### config.mk
export PLATFORM = sky130hd
export DESIGN_NAME = sdram_init_mr0
export DESIGN_NICKNAME = d
export VERILOG_FILES = /design/src/rtl/sdram_init_pkg.sv /design/src/rtl/mode_reg_store.sv /design/src/rtl/sdram_init_mr0.sv
export SDC_FILE = /design/constraint.sdc
export NUM_CORES = 1
export LEC_CHECK = 0
export BUFFER_PORTS_ARGS = -buffer_cell sky130_fd_sc_hd__buf_2
export CORE_UTILIZATION = 45
export CTS_BUF_LIST = sky130_fd_sc_hd__clkbuf_16
export CTS_CLUSTER_SIZE = 25
export DETAILED_ROUTE_END_ITERATION = 8
export SLEW_MARGIN = 20
export SYNTH_ARGS = -nofsm -noshare
export SYNTH_HDL_FRONTEND = slang
export SYNTH_SLANG_ARGS = --single-unit
### constraint.sdc
create_clock -name clk -period 2.3 [get_ports clk]
set_input_delay 0.23 -clock clk [delete_from_list [all_inputs] [get_ports clk]]
set_output_delay 0.23 -clock clk [all_outputs]
set_load 0.1 [all_outputs]
### src/rtl/sdram_init_pkg.sv
// Function
// Controller holds reset low at least 200 us after power is stable.
// Controller drives clock enable low at least 10 ns before reset release.
// After reset release wait 500 us; device initialises without the clock.
// Clock runs stably max(10 ns, 5 cycles) before clock enable rises.
// Controller registers a NOP or Deselect before first clock enable high.
// Clock enable stays high from first registration until initialisation ends.
// Device keeps termination off during reset and until clock enable registered high.
// Termination control held static after clock enable; low if nominal termination used.
// Controller waits max(self refresh exit, 5 cycles) before first mode set.
// Mode registers load in order two, three, one (DLL on), zero (DLL reset).
// After loading, issue long calibration and wait DLL lock and calibration time.
// Warm reset: reset low 100 ns, clock enable low first, then resume.
// Every mode register write supplies all fields; contents undefined after reset.
// Consecutive mode register writes are spaced by the mode register cycle time.
// Only NOP or Deselect during mode-to-command time; features update within it.
// Rewrite mode registers in normal operation only when the device is idle.
// With nominal termination on, termination control low until mode-to-command time.
// Mode set is all four command pins low, bank bit two low, bits one:zero select.
// Bits 1:0 set burst length; bit 3 selects sequential or interleaved order.
// Latency bits 6:4 with bit 2 give 5..11 or 12..16 cycles, else reserved.
// Write recovery bits 11:9 map 0 to 16, others 5,6,7,8,10,12,14.
// Bit 8 DLL reset, bit 7 test mode, bit 12 power-down exit, bit 13 zero.
// Device clears the DLL reset bit itself once the DLL reset is performed.
// Controller never programs the test mode bit to one.
// Controller counts each initialisation wait in cycles, rounded up.
package sdram_init_pkg;

    // Clock and timing
    localparam int CLK_MHZ          = 25;
    localparam int INT_INIT_US      = 500;
    localparam int INT_INIT_CYC     = INT_INIT_US * CLK_MHZ;
    localparam int DLL_LOCK_CYC     = 512;
    localparam int INIT_CAL_CYC     = 512;
    localparam int MOD_TO_CMD_CYC   = 12;

    // Mode register store
    localparam int MR_WIDTH         = 14;
    localparam int MR_COUNT         = 4;
    localparam logic [1:0] MR_ZERO  = 2'h0;

    // Mode register zero field positions and long calibration address bit
    localparam int BL_LSB           = 0;
    localparam int CL_LOW_BIT       = 2;
    localparam int RBT_BIT          = 3;
    localparam int CL_LSB           = 4;
    localparam int TM_BIT           = 7;
    localparam int DLL_RST_BIT      = 8;
    localparam int WR_LSB           = 9;
    localparam int PPD_BIT          = 12;
    localparam int A13_BIT          = 13;
    localparam int CAL_LONG_BIT     = 10;

    // Burst length codes
    localparam logic [1:0] BL_FIXED_EIGHT = 2'h0;
    localparam logic [1:0] BL_ON_THE_FLY  = 2'h1;
    localparam logic [1:0] BL_FIXED_CHOP  = 2'h2;
    localparam logic [1:0] BL_RESERVED    = 2'h3;

    typedef enum logic [2:0] {
        ST_INTERNAL,
        ST_WAIT_CKE,
        ST_CONFIG,
        ST_CALIBRATE,
        ST_READY
    } init_state_t;

    typedef struct packed {
        logic        cke;
        logic        cs_n;
        logic        ras_n;
        logic        cas_n;
        logic        we_n;
        logic [2:0]  bank_select_bits;
        logic [13:0] addr;
        logic        term_ctrl_in;
    } cmd_pins_t;

    typedef struct packed {
        logic [1:0]  burst_len_field;
        logic        burst_len_reserved;
        logic        read_burst_order;
        logic [4:0]  read_latency;
        logic        latency_reserved;
        logic [4:0]  write_recovery;
        logic        test_mode_bit;
        logic        powerdown_exit_select;
        logic        a13_violation;
    } mr0_fields_t;

endpackage : sdram_init_pkg
### src/rtl/mode_reg_store.sv
`timescale 1ns/100ps
// Four mode registers with registered read port
module mode_reg_store (
    input  wire logic                                 clk,
    input  wire logic                                 arst_n,
    input  wire logic                                 wr_en,
    input  wire logic [1:0]                           wr_sel,
    input  wire logic [sdram_init_pkg::MR_WIDTH-1:0]  wr_data,
    input  wire logic [1:0]                           rd_sel,
    output logic      [sdram_init_pkg::MR_WIDTH-1:0]  rd_data
);

    logic [sdram_init_pkg::MR_WIDTH-1:0] mem_reg  [sdram_init_pkg::MR_COUNT];
    logic [sdram_init_pkg::MR_WIDTH-1:0] mem_next [sdram_init_pkg::MR_COUNT];
    logic [sdram_init_pkg::MR_WIDTH-1:0] rd_next;

    // Whole word replaced on every write
    always_comb begin
        for (int i = 0; i < sdram_init_pkg::MR_COUNT; i++) begin
            mem_next[i] = mem_reg[i];
        end
        if (wr_en) begin
            mem_next[wr_sel] = wr_data;
        end
        rd_next = mem_reg[rd_sel];
    end

    // Storage and read register
    always_ff @(posedge clk or negedge arst_n) begin
        if (!arst_n) begin
            for (int i = 0; i < sdram_init_pkg::MR_COUNT; i++) begin
                mem_reg[i] <= '0;
            end
            rd_data <= '0;
        end else begin
            for (int i = 0; i < sdram_init_pkg::MR_COUNT; i++) begin
                mem_reg[i] <= mem_next[i];
            end
            rd_data <= rd_next;
        end
    end

endmodule : mode_reg_store

### src/rtl/sdram_init_mr0.sv
`timescale 1ns/100ps
module sdram_init_mr0 #(
    parameter int INT_INIT_CYCLES = sdram_init_pkg::INT_INIT_CYC
) (
    input  wire logic                          clk,
    input  wire logic                          arst_n,
    input  wire logic                          cke,
    input  wire logic                          cs_n,
    input  wire logic                          ras_n,
    input  wire logic                          cas_n,
    input  wire logic                          we_n,
    input  wire logic [2:0]                    bank_select_bits,
    input  wire logic [13:0]                   addr,
    input  wire logic                          term_ctrl_in,
    output logic                               term_enable,
    output logic                               init_internal_done,
    output logic                               cke_seen,
    output logic                               ready,
    output logic                               mode_update_busy,
    output logic                               dll_reset_pending,
    output logic                               dll_locked,
    output logic                               cal_done,
    output sdram_init_pkg::mr0_fields_t        mr0_fields
);

    ////////////////////////////////////////////////////////////////////////////
    // Decode helpers

    // Latency code to cycles, zero when reserved
    function automatic logic [4:0] latency_cycles(input logic [2:0] code, input logic hi);
        logic [4:0] res;
        res = 5'h00;
        if (!hi && code != 3'h0) begin
            res = 5'(code) + 5'h04;
        end else if (hi && code <= 3'h4) begin
            res = 5'(code) + 5'h0c;
        end
        return res;
    endfunction : latency_cycles

    // Write recovery code to cycles
    function automatic logic [4:0] wr_cycles(input logic [2:0] code);
        logic [4:0] res;
        res = 5'h10;
        if (code >= 3'h1 && code <= 3'h4) begin
            res = 5'(code) + 5'h04;
        end else if (code >= 3'h5) begin
            res = 5'({code, 1'b0});
        end
        return res;
    endfunction : wr_cycles

    ////////////////////////////////////////////////////////////////////////////
    // Pin synchronisers

    sdram_init_pkg::cmd_pins_t pins_raw;
    sdram_init_pkg::cmd_pins_t meta_reg;
    sdram_init_pkg::cmd_pins_t pins_reg;

    assign pins_raw = '{cke, cs_n, ras_n, cas_n, we_n, bank_select_bits, addr, term_ctrl_in};

    // Two stage capture of controller pins
    always_ff @(posedge clk or negedge arst_n) begin
        if (!arst_n) begin
            meta_reg <= '{1'b0, 1'b1, 1'b1, 1'b1, 1'b1, 3'h0, 14'h0000, 1'b0};
            pins_reg <= '{1'b0, 1'b1, 1'b1, 1'b1, 1'b1, 3'h0, 14'h0000, 1'b0};
        end else begin
            meta_reg <= pins_raw;
            pins_reg <= meta_reg;
        end
    end

    ////////////////////////////////////////////////////////////////////////////
    // Command decode

    logic cmd_live;
    logic is_mrs;
    logic is_cal_long;

    assign cmd_live = pins_reg.cke && !pins_reg.cs_n;
    // Mode set decode
    assign is_mrs = cmd_live && !pins_reg.ras_n && !pins_reg.cas_n && !pins_reg.we_n
                    && !pins_reg.bank_select_bits[2];
    assign is_cal_long = cmd_live && pins_reg.ras_n && pins_reg.cas_n && !pins_reg.we_n
                         && pins_reg.addr[sdram_init_pkg::CAL_LONG_BIT];

    ////////////////////////////////////////////////////////////////////////////
    // Initialisation sequencer and timers

    sdram_init_pkg::init_state_t state_reg, state_next;
    logic [13:0] init_cnt_reg, init_cnt_next;
    logic [9:0]  dll_cnt_reg,  dll_cnt_next;
    logic [9:0]  cal_cnt_reg,  cal_cnt_next;
    logic [4:0]  mod_cnt_reg,  mod_cnt_next;
    logic        dll_rst_reg,  dll_rst_next;
    logic        accept_mrs;
    logic        mrs_zero_dll;

    assign accept_mrs   = is_mrs && (state_reg == sdram_init_pkg::ST_CONFIG
                                     || state_reg == sdram_init_pkg::ST_CALIBRATE
                                     || state_reg == sdram_init_pkg::ST_READY);
    assign mrs_zero_dll = accept_mrs && pins_reg.bank_select_bits[1:0] == sdram_init_pkg::MR_ZERO
                          && pins_reg.addr[sdram_init_pkg::DLL_RST_BIT];

    // Next state and counters
    always_comb begin
        state_next    = state_reg;
        init_cnt_next = init_cnt_reg;
        dll_cnt_next  = dll_cnt_reg;
        cal_cnt_next  = cal_cnt_reg;
        mod_cnt_next  = mod_cnt_reg;
        dll_rst_next  = dll_rst_reg;
        unique case (state_reg)
            // Internal init without clock enable
            sdram_init_pkg::ST_INTERNAL: begin
                if (init_cnt_reg == 14'(INT_INIT_CYCLES - 1)) begin
                    state_next = sdram_init_pkg::ST_WAIT_CKE;
                end else begin
                    init_cnt_next = init_cnt_reg + 14'h0001;
                end
            end
            sdram_init_pkg::ST_WAIT_CKE: begin
                if (pins_reg.cke) begin
                    state_next = sdram_init_pkg::ST_CONFIG;
                end
            end
            sdram_init_pkg::ST_CONFIG: begin
                if (is_cal_long) begin
                    state_next   = sdram_init_pkg::ST_CALIBRATE;
                    cal_cnt_next = 10'h000;
                end
            end
            sdram_init_pkg::ST_CALIBRATE: begin
                if (cal_cnt_reg != 10'(sdram_init_pkg::INIT_CAL_CYC)) begin
                    cal_cnt_next = cal_cnt_reg + 10'h001;
                end else if (!dll_rst_reg) begin
                    state_next = sdram_init_pkg::ST_READY;
                end
            end
            sdram_init_pkg::ST_READY: begin
            end
        endcase
        // Feature update window after a mode set
        if (accept_mrs) begin
            mod_cnt_next = 5'(sdram_init_pkg::MOD_TO_CMD_CYC);
        end else if (mod_cnt_reg != 5'h00) begin
            mod_cnt_next = mod_cnt_reg - 5'h01;
        end
        // DLL reset self clears after lock time, new request wins
        if (mrs_zero_dll) begin
            dll_rst_next = 1'b1;
            dll_cnt_next = 10'h000;
        end else if (dll_rst_reg) begin
            if (dll_cnt_reg == 10'(sdram_init_pkg::DLL_LOCK_CYC - 1)) begin
                dll_rst_next = 1'b0;
            end else begin
                dll_cnt_next = dll_cnt_reg + 10'h001;
            end
        end
    end

    // Sequencer registers
    always_ff @(posedge clk or negedge arst_n) begin
        if (!arst_n) begin
            state_reg    <= sdram_init_pkg::ST_INTERNAL;
            init_cnt_reg <= 14'h0000;
            dll_cnt_reg  <= 10'h000;
            cal_cnt_reg  <= 10'h000;
            mod_cnt_reg  <= 5'h00;
            dll_rst_reg  <= 1'b0;
        end else begin
            state_reg    <= state_next;
            init_cnt_reg <= init_cnt_next;
            dll_cnt_reg  <= dll_cnt_next;
            cal_cnt_reg  <= cal_cnt_next;
            mod_cnt_reg  <= mod_cnt_next;
            dll_rst_reg  <= dll_rst_next;
        end
    end

    ////////////////////////////////////////////////////////////////////////////
    // Mode register storage

    logic [sdram_init_pkg::MR_WIDTH-1:0] mr0_word;

    // Full word stored per mode set
    mode_reg_store u_store (
        .clk     (clk),
        .arst_n  (arst_n),
        .wr_en   (accept_mrs),
        .wr_sel  (pins_reg.bank_select_bits[1:0]),
        .wr_data (pins_reg.addr),
        .rd_sel  (sdram_init_pkg::MR_ZERO),
        .rd_data (mr0_word)
    );

    ////////////////////////////////////////////////////////////////////////////
    // Outputs

    sdram_init_pkg::mr0_fields_t fields_next;
    logic term_next;
    logic cke_seen_next;

    // Field decode of register zero
    always_comb begin
        // Burst length and order
        fields_next.burst_len_field    = mr0_word[sdram_init_pkg::BL_LSB +: 2];
        fields_next.burst_len_reserved = mr0_word[sdram_init_pkg::BL_LSB +: 2]
                                         == sdram_init_pkg::BL_RESERVED;
        fields_next.read_burst_order   = mr0_word[sdram_init_pkg::RBT_BIT];
        // Read latency
        fields_next.read_latency       = latency_cycles(mr0_word[sdram_init_pkg::CL_LSB +: 3],
                                                        mr0_word[sdram_init_pkg::CL_LOW_BIT]);
        fields_next.latency_reserved   = fields_next.read_latency == 5'h00;
        // Write recovery
        fields_next.write_recovery     = wr_cycles(mr0_word[sdram_init_pkg::WR_LSB +: 3]);
        // Test mode, exit policy, top bit check
        fields_next.test_mode_bit      = mr0_word[sdram_init_pkg::TM_BIT];
        fields_next.powerdown_exit_select = mr0_word[sdram_init_pkg::PPD_BIT];
        fields_next.a13_violation      = mr0_word[sdram_init_pkg::A13_BIT];
        cke_seen_next = state_reg != sdram_init_pkg::ST_INTERNAL
                        && state_reg != sdram_init_pkg::ST_WAIT_CKE;
        // Termination off until clock enable registered
        term_next = cke_seen_next && pins_reg.term_ctrl_in;
    end

    // Output registers
    always_ff @(posedge clk or negedge arst_n) begin
        if (!arst_n) begin
            mr0_fields         <= '0;
            term_enable        <= 1'b0;
            cke_seen           <= 1'b0;
            init_internal_done <= 1'b0;
            ready              <= 1'b0;
            mode_update_busy   <= 1'b0;
            dll_reset_pending  <= 1'b0;
            dll_locked         <= 1'b0;
            cal_done           <= 1'b0;
        end else begin
            mr0_fields         <= fields_next;
            term_enable        <= term_next;
            cke_seen           <= cke_seen_next;
            init_internal_done <= state_reg != sdram_init_pkg::ST_INTERNAL;
            ready              <= state_reg == sdram_init_pkg::ST_READY;
            mode_update_busy   <= mod_cnt_next != 5'h00;
            dll_reset_pending  <= dll_rst_next;
            dll_locked         <= !dll_rst_next && cke_seen_next;
            cal_done           <= state_reg == sdram_init_pkg::ST_READY;
        end
    end

endmodule : sdram_init_mr0

==> results.yml <==
floorplanning:
  fp.dieArea_um2: 11600
  dieHeight_um: 108
  initial_utilization_pct: 46.2
  fp.dieW_um: 108
  coreArea_um2: 10900
  rows: 38
  io_pins: 51
cts:
  clk-insertion-delay-late_ns: 0.41
  hold_buffers: 24
  numCtsBuffers: 17
  h-tree-depth: 4
  cts_repair_resize_count: 0
  cts_tree: "yes"
  cts_root_buf: "clkbuf_16"
  post_cts_buffers: 0
  cts_sinks: 139
  cts_buffer_depth: 2
  clk_pin_slew_ns: 0.06
detailed_routing:
  drtIter0Drc: 105
  viasPerCell: 5.01
  wire_per_inst_um: 13.6
  routed_wirelength_um: 8290
  drc: 0
  vias: 3047
  drtAntennaViolNets: 0
  drt_pass1_iterations: 4
timing:
  min_period_ns: 1.95
  finalSetupTns_ns: 0
  timing_worst_slew_pin_value_ns: 0.596
  maxSlewViolCount: 0
  hold_violations: 0
  fmax_ghz: 0.514
  fin_crit_sh_pct: 84.7
  finalSetupViolations: 0
  holdWs_ns: 0.315
  setup_ws_ns: 0.353
  clock_skew_ns: 0.00563
  slew_headroom_pct: 59.9
  rsz0062_at_grt: "false"
finish:
  final_cell_mix: "dfrtp_1 (131), buf_2 (49), dlygate4sd3_1 (24)"
  final_area_um2: 6280
  layout-drive-gt1-share_pct: 26.5
  final_common_cell: "dfrtp_1"
  final_nets: 486
  finalNonFillerCells: 608
  seq_area_um2: 3490
  fillers: 888
  multiInputGateArea_um2: 1450
  area.growth.synth_to_final_pct: 24.7
  insertedDiodeCount: 0
  fin_util_pct: 57.6
critical_path:
  end_kind: "flip-flop"
  critPathKind: "reg -> reg"
  cp.arrival_ns: 2.23
  crit_path_start: "state_reg[2]"
  rrSetupSlack_ns: 0.35
  worst_r2r_startpoint: "state_reg[2]"
  critPathLaunchType: "flip-flop"
  reg2reg_to: "dll_cnt_reg[5]"
  reg2reg_depth: 4
  endpoint: "dll_cnt_reg[5]"
  crit_required_ns: 2.58
  path_max_fanout: 11
worst_hold_path:
  hp-class: "in -> async"
logic_synthesis:
  netlist_instances: 365
  avgSynthCellArea_um2: 13.8
  ys_ff_latch: 139
  synth_edf_count: 0
  synth_top_area_share_pct: 65.2
  ys.flop_type: "dfrtp_1"
  yosysSeqAreaShare_pct: 69.3
  synthDistinctLibCells: 57
  ys_top_cells_by_area: "dfrtp_1 (65%), dfstp_2 (4.2%), mux2_2 (3.6%)"
  synthArstFlopShare_pct: 100
  syn-num-nets: 395
  synth_top_cell_by_area: "dfrtp_1"
  synth.cell_area_um2: 5030
  synth_warnings: 0
placed_design:
  dp_cells: 553
  gp_congestion: 0.811
  place_ws_ns: 0.357
  hpwl_um: 5450
  placed_cell_area_um2: 5470
  io_buffers: 50
grt:
  grt_use_total_pct: 16.6
  grt_max_degree: 48
  grt_overflow: 0
  antenna_found_initial: 0
  grt_pass1_vias: 3037
  grt_pass1_wl_um: 14300
power:
  total_power_mw: 5.19
  p_leak_nw: 3.03
  powerDensity_nw_per_um2: 827
  ir_drop_mv: 0.747
flow_run:
  max-cap-violations: 0
run_status:
  status: "completed"
## critical path: stages, from the launching register on
cell and delay [ns]:
dfrtp_1 0.51, nor3b_2 0.32, o2111a_2 0.44, and2_1 0.43, nor3_1 0.11
## synthesized netlist by cell type, types with 5 or more instances
library cell,number
nand4_1,15
nand2_1,21
dfstp_2,8
a21oi_1,5
nor2_1,23
ha_1,5
a211oi_1,7
dfrtp_1,131
nor3_1,13
mux2_2,16
xnor2_1,15
and3_1,6
nand3_1,11
xor2_1,7
inv_1,11
nor2b_1,6
## layer usage
layer | GRT usage [%] | vias up | wire (µm)
met3 | 6.42 | 22 | 370
met5 | 0 | - | 0
met2 | 24.5 | 62 | 3850
li1 | - | 1472 | -
met1 | 20.9 | 1491 | 3840
met4 | 9.59 | 0 | 231
## logic make-up after synthesis
family | after synthesis | synth area share (%)
fa+ha+maj | 5 | 1.24
xor+xnor | 22 | 3.83
compound gates | 33 | 4.82
simple gates | 129 | 14.9
buf+inv | 19 | 1.91
flops | 139 | 69.3
mux | 18 | 3.98
## power by group
| group | internal, mW | switching [mW] | leakage, nW |
|---|---|---|---|
| Clock | 1.59 | 0.991 | 0.277 |
| Combinational | 0.0496 | 0.0586 | 0.953 |
| Sequential | 2.49 | 0.0117 | 1.80 |
## area by class of cell
type                            count  area share (%)
Multi-Input combinational cell    207            23.0
Timing Repair Buffer               80            8.83
Tap cell                          140            2.79
Clock buffer                       17            6.78
Clock inverter                     14            2.31
Sequential cell                   139            55.6
Inverter                           11           0.658
## how the worst min path moves through the flow
stage | startpoint | end | slack [ns] | cells after the start
after global routing | arst_n | mr0_fields[7] | 0.35 | 2
after detailed placement | arst_n | mr0_fields[6] | 0.19 | 1
after CTS | arst_n | meta_reg[11] | 0.32 | 2
final | arst_n | u_store.mem_reg[53] | 0.32 | 2
after floorplan | arst_n | cal_cnt_reg[0] | -0.07 | 0
after global placement | arst_n | mr0_fields[7] | 0.19 | 1
Note: power is estimated with default switching activity, not from simulation.
